### config.mk
export PLATFORM = sky130hd
export DESIGN_NAME = asbl_ctrl
export DESIGN_NICKNAME = d
export VERILOG_FILES = /design/src/hw/asbl_pkg.sv /design/src/hw/asbl_wait_ctr.sv /design/src/hw/asbl_ctrl.sv
export VERILOG_INCLUDE_DIRS = /design/src /design/src/hw
export SDC_FILE = /design/constraint.sdc
export NUM_CORES = 1
export LEC_CHECK = 0
export ABC_CLOCK_PERIOD_IN_PS = 2120
export BUFFER_PORTS_ARGS = -buffer_cell sky130_fd_sc_hd__buf_2
export CORE_ASPECT_RATIO = 0.6
export CORE_MARGIN = 1.5
export CORE_UTILIZATION = 43
export CTS_CLUSTER_SIZE = 16
export DETAILED_ROUTE_END_ITERATION = 8
export PLACE_DENSITY = 0.76
export SLEW_MARGIN = 25
export SYNTH_ARGS = -nofsm -noshare
export SYNTH_HDL_FRONTEND = slang
export SYNTH_HIERARCHICAL = 1
export SYNTH_SLANG_ARGS = --single-unit
### constraint.sdc
create_clock -name clk -period 2.12 [get_ports clk]
set_input_delay 0.318 -clock clk [delete_from_list [all_inputs] [get_ports clk]]
set_output_delay 0.318 -clock clk [all_outputs]
set_load 0.01 [all_outputs]
### src/hw/asbl_params.svh
// constants for the asynchronous sram byte-lane controller
// Summary of operation
// - write starts when all three are low and ends when any rises
// - controller holds write data stable across the terminating edge
// - controller holds write strobe high throughout every read
// - controller presents the address no later than select falling
`ifndef ASBL_PARAMS_SVH
`define ASBL_PARAMS_SVH
`define ASBL_ADDR_W 15
`define ASBL_DATA_W 16
`define ASBL_LANE_W 8
`define ASBL_CLK_PS 25000
// read access time and write strobe width, picoseconds
`define ASBL_T_ACC_PS 15000
`define ASBL_T_PWE_PS 10000
`define ASBL_T_SD_PS 8000
// least times round up to whole cycles
`define ASBL_CYC(t) (((t) + `ASBL_CLK_PS - 1) / `ASBL_CLK_PS)
`define ASBL_RD_CYC `ASBL_CYC(`ASBL_T_ACC_PS)
`define ASBL_WR_CYC `ASBL_CYC(`ASBL_T_PWE_PS)
`endif

### src/hw/asbl_pkg.sv
// types for the asynchronous sram byte-lane controller
package asbl_pkg;
    typedef enum logic [2:0] {
        ASBL_IDLE = 3'b000,
        ASBL_RSET = 3'b001,
        ASBL_RACC = 3'b010,
        ASBL_WSET = 3'b011,
        ASBL_WPUL = 3'b100,
        ASBL_WEND = 3'b101
    } asbl_state_t;
endpackage

### src/hw/asbl_wait_ctr.sv
// small down counter that times strobe phases
`timescale 1ns/1ps
`default_nettype none
module asbl_wait_ctr (
    input wire logic clk,
    input wire logic srst,
    input wire logic ce,
    input wire logic load,
    input wire logic [3:0] load_val,
    output logic done
);
    logic [3:0] cnt_reg;
    // reload on request, otherwise count down to zero and rest there
    always_ff @(posedge clk) begin
        if (srst) begin
            cnt_reg <= 4'h0;
        end else if (ce) begin
            if (load) begin
                cnt_reg <= load_val;
            end else if (cnt_reg != 4'h0) begin
                cnt_reg <= cnt_reg - 4'h1;
            end
        end
    end
    assign done = (cnt_reg == 4'h0) && !load;
endmodule // asbl_wait_ctr
`default_nettype wire

### src/hw/asbl_ctrl.sv
// host-side controller driving an asynchronous 16-bit byte-lane sram
`timescale 1ns/1ps
`default_nettype none
`include "asbl_params.svh"
module asbl_ctrl (
    input wire logic clk,
    input wire logic srst,
    input wire logic ce,
    input wire logic req_valid,
    output logic req_ready,
    input wire logic req_write,
    input wire logic [`ASBL_ADDR_W-1:0] req_addr,
    input wire logic [1:0] req_lane,
    input wire logic [`ASBL_DATA_W-1:0] req_wdata,
    output logic rsp_valid,
    output logic [`ASBL_DATA_W-1:0] rsp_rdata,
    output logic [`ASBL_ADDR_W-1:0] mem_addr,
    output logic chip_select_n,
    output logic output_drive_enable_n,
    output logic write_strobe_n,
    output logic low_byte_lane_n,
    output logic high_byte_lane_n,
    input wire logic [`ASBL_DATA_W-1:0] mem_dq_in,
    output logic [`ASBL_DATA_W-1:0] mem_dq_out,
    output logic [`ASBL_DATA_W-1:0] mem_dq_oe
);
    import asbl_pkg::*;

    asbl_state_t state_reg, state_next;
    logic [`ASBL_ADDR_W-1:0] addr_reg;
    logic [`ASBL_DATA_W-1:0] wdata_reg, rdata_reg;
    logic [1:0] lane_reg;
    logic rsp_reg;
    logic wait_load, wait_done;
    logic [3:0] wait_val;

    // lane mask to pin mask: bit 0 low byte, bit 1 high byte
    function automatic logic [`ASBL_DATA_W-1:0] lane_mask(input logic [1:0] l);
        lane_mask = {{`ASBL_LANE_W{l[1]}}, {`ASBL_LANE_W{l[0]}}};
    endfunction

    wire idle_st = (state_reg == ASBL_IDLE);
    wire rd_st = (state_reg == ASBL_RSET) || (state_reg == ASBL_RACC);
    wire wr_st = (state_reg == ASBL_WSET) || (state_reg == ASBL_WPUL)
                 || (state_reg == ASBL_WEND);
    // a request with no lane selected would store nothing, so it is never started
    wire take = ce && idle_st && req_valid && (req_lane != 2'b00);

    assign req_ready = idle_st && (req_lane != 2'b00);

    // next-state decode
    always_comb begin
        state_next = state_reg;
        wait_load = 1'b0;
        wait_val = 4'h0;
        case (state_reg)
            ASBL_IDLE: begin
                if (take) begin
                    state_next = req_write ? ASBL_WSET : ASBL_RSET;
                end
            end
            ASBL_RSET: begin
                state_next = ASBL_RACC;
                wait_load = 1'b1;
                wait_val = 4'(`ASBL_RD_CYC);
            end
            ASBL_RACC: begin
                if (wait_done) begin
                    state_next = ASBL_IDLE;
                end
            end
            ASBL_WSET: begin
                state_next = ASBL_WPUL;
                wait_load = 1'b1;
                wait_val = 4'(`ASBL_WR_CYC);
            end
            ASBL_WPUL: begin
                if (wait_done) begin
                    state_next = ASBL_WEND;
                end
            end
            ASBL_WEND: begin
                state_next = ASBL_IDLE;
            end
            default: begin
                state_next = ASBL_IDLE;
            end
        endcase
    end

    asbl_wait_ctr u_wait (
        .clk(clk),
        .srst(srst),
        .ce(ce),
        .load(wait_load),
        .load_val(wait_val),
        .done(wait_done)
    );

    // state and captured request; address latched on the same edge that select falls
    always_ff @(posedge clk) begin
        if (srst) begin
            state_reg <= ASBL_IDLE;
            addr_reg <= 15'h0000;
            wdata_reg <= 16'h0000;
            lane_reg <= 2'b00;
        end else if (ce) begin
            state_reg <= state_next;
            if (take) begin
                addr_reg <= req_addr;
                wdata_reg <= req_wdata;
                lane_reg <= req_lane;
            end
        end
    end

    // read data sampled at the end of access, unused lanes zero
    wire rd_capture = (state_reg == ASBL_RACC) && wait_done;
    always_ff @(posedge clk) begin
        if (srst) begin
            rdata_reg <= 16'h0000;
            rsp_reg <= 1'b0;
        end else if (ce) begin
            rsp_reg <= rd_capture || (state_reg == ASBL_WEND);
            if (rd_capture) begin
                rdata_reg <= mem_dq_in & lane_mask(lane_reg);
            end
        end
    end
    assign rsp_valid = rsp_reg;
    assign rsp_rdata = rdata_reg;

    // pin drive; strobe low only in the pulse state so select, lanes and data
    // bracket it and the strobe edge alone ends the write
    assign mem_addr = addr_reg;
    assign chip_select_n = idle_st;
    assign write_strobe_n = (state_reg != ASBL_WPUL);
    assign output_drive_enable_n = !rd_st;
    assign low_byte_lane_n = idle_st || !lane_reg[0];
    assign high_byte_lane_n = idle_st || !lane_reg[1];
    // data held through the end state, one cycle past the strobe rising edge
    assign mem_dq_out = wdata_reg;
    assign mem_dq_oe = wr_st ? lane_mask(lane_reg) : 16'h0000;
endmodule // asbl_ctrl
`default_nettype wire

==> impl_metrics.csv <==
group,metric,value,unit
route,first_iter_violations,183,
cells_and_area,nNetsFinal,489,
cells_and_area,multi_input_area,1490,um2
sta,setup_viol,0,
global_route,grt_overflow,0,
sta,maxSlewViolCount,0,
die,core,6330,um2
route,viasPerCell,4.89,
synthesis,avgSynthCellArea,8.89,um2
critical_path,critPathKind,"flop to output pin",
die,die_h,66.7,um
die,die_area,7280,um2
placed_design,dp_hpwl,4.88,mm
sta,setup_tns,0,ns
cts,numCtsBuffers,9,
critical_path,cp_max_fo,11,
route,num_vias,2551,
route,wirelength,6.89,mm
cells_and_area,fin_area,3780,um2
cts,h-tree-depth,3,
sta,hold_viol,0,
cells_and_area,fill_cells,553,
cells_and_area,final_common_cell,"buf_2",
critical_path,startpoint_type,"flop",
cells_and_area,drive_above_1_share,35.8,%
synthesis,synthArstFlopShare,0,%
synthesis,yosysTopAreaCell,"dfxtp_1",
synthesis,ys_warn_count,6,
synthesis,ys_seq_elements,57,
placed_design,port_buffers,123,
sta,grt_setup_unrepaired,"no",
global_route,grt_antenna_before_repair,0,
placed_design,dp_worst_setup_slack,0.151,ns
sta,fin_crit_sh,93.0,%
synthesis,synth_top_flop_cell,"dfxtp_1",
cells_and_area,final_cell_mix,"buf_2 (123), nand2b_1 (70), dfxtp_1 (56)",
cts,clockBufferDepth,2,
cells_and_area,diodes,0,
sta,layout_min_cycle_time,1.97,ns
cts,clock-sinks,57,
global_route,grtUsageTotal,18.6,%
critical_path,endpoint_kind,"output pin",
power_and_ir_drop,cellLeakagePower,1.66,nW
power_and_ir_drop,powerDensity,884,nW/um2
cts,clk_pin_slew,0.05,ns
global_route,grt_pass1_wl,10.4,mm
synthesis,synth_top_area_share,39.2,%
global_route,grt_max_degree,70,
route,post_drt_wl_per_cell,13.2,um
synthesis,syn_area,2910,um2
synthesis,synth.distinct_cells,40,
sta,clock.fmax,0.507,GHz
power_and_ir_drop,vdd_drop_max,0.459,mV
cells_and_area,area_growth_syn_to_layout,30.0,%
synthesis,postSynthCellCount,327,
cts,insertion_delay,0.32,ns
cells_and_area,regArea,1140,um2
power_and_ir_drop,power,3.34,mW
run_status,status,"complete, no violations",
synthesis,yosysSeqAreaShare,39.2,%
die,io_pins,124,
run,drv_cap,0,
min_path,min_path_type,"primary input to flop",
cts,root_buffer,"clkbuf_16",
die,die_w,109,um
placed_design,gp_congestion,0.802,
critical_path,arrival,1.65,ns
sta,setup_ws,0.148,ns
die,start_util,45.9,%
route,drc,0,
global_route,grt_pass1_vias,2250,
synthesis,synth_edf_count,0,
critical_path,worst_ep_required_time,1.80,ns
cts,cts_tree,"built",
die,rows,22,
route,dr.pass1.iters,4,
sta,finalClockSkew,0.00655,ns
synthesis,synth.area.top_cells,"dfxtp_1 (39%), nand2b_1 (15%), mux2i_1 (12%), a21oi_1 (3.6%), buf_4 (3.6%)",
placed_design,placed_cell_area,3480,um2
route,drtAntennaViolNets,0,
## cell type report
| type | count | area share (%) |
|---|---|---|
| clock buffers | 13 | 6.62 |
| clock inverters | 3 | 1.06 |
| flip-flops and latches | 57 | 30.2 |
| well taps | 84 | 2.78 |
| multi-input cells | 226 | 39.3 |
| repair buffers | 134 | 19.5 |
| inverters | 5 | 0.563 |
## timing repair
| item | CTS | global route |
|---|---|---|
| hold endpoints to repair | 0 | 0 |
| buffers inserted | 0 | 0 |
| hold buffers | 0 | 0 |
| setup endpoints to repair | 0 | 1 |
| resized for setup | 0 | 0 |
## kinds of logic after synthesis
logic type,synth area share (%)
and+or+nand+nor,26.8
DFF,39.2
AOI/OAI and AO/OA,9.94
buffers and inverters,10.7
muxes,12.0
adders and majority gates,0.860
other,0.129
xor gates and xnor gates,0.301
## metrics by stage
stage	util [%]	hold WS, ns	std cells
after global routing	59.7	0.249	522
after floorplan	-	0.387	329
after global placement	55.0	0.455	505
final	59.7	0.254	522
after detailed placement	55.0	0.459	505
after CTS	59.6	0.248	521
## cells in the mapped netlist (all sizes together), types with 2 or more instances
cell / instances
or3: 17
o21a: 2
inv: 5
nand2b: 71
mux2i: 35
dfxtp: 57
ha: 2
nor2: 7
or4b: 2
buf: 21
clkbuf: 21
nand3: 2
nand3b: 3
nor3: 2
a21oi: 21
o21ai: 19
nor2b: 3
nand2: 22
## power by group
part           leakage, nW  internal (mW)  switching (mW)  total, mW
logic                 1.05          0.309           0.445      0.754
clock network        0.144          0.936           0.460       1.40
registers            0.463           1.14          0.0529       1.19
total                 1.66           2.39           0.958       3.34
## worst paths after layout
check                                       to  cells past startpoint  slack (ns)              start
worst min-delay path            mem_dq_out[12]                      3        0.25      req_wdata[12]
worst max-delay path              mem_dq_oe[0]                      5        0.15       state_reg[0]
worst min register to register  mem_dq_out[12]                      2        0.47     mem_dq_out[12]
worst max register to register   rsp_rdata[15]                      7        0.18  u_wait/cnt_reg[0]
## worst max-delay path, cell delays in order (launching register included)
cell and delay [ns]:
dfxtp_2 0.32, nor2b_4 0.13, buf_4 0.17, mux2i_1 0.10
nor2b_1 0.39, buf_2 0.22
## layer usage
metal  up-vias  track usage [%]  wire length, um
met4         0             6.41               51
met3         5             6.26              438
met1      1185             23.0             3280
met2        74             30.3             3110
met5         -                0                0
li1       1287                -                -
(Power assumes the default switching activity.)
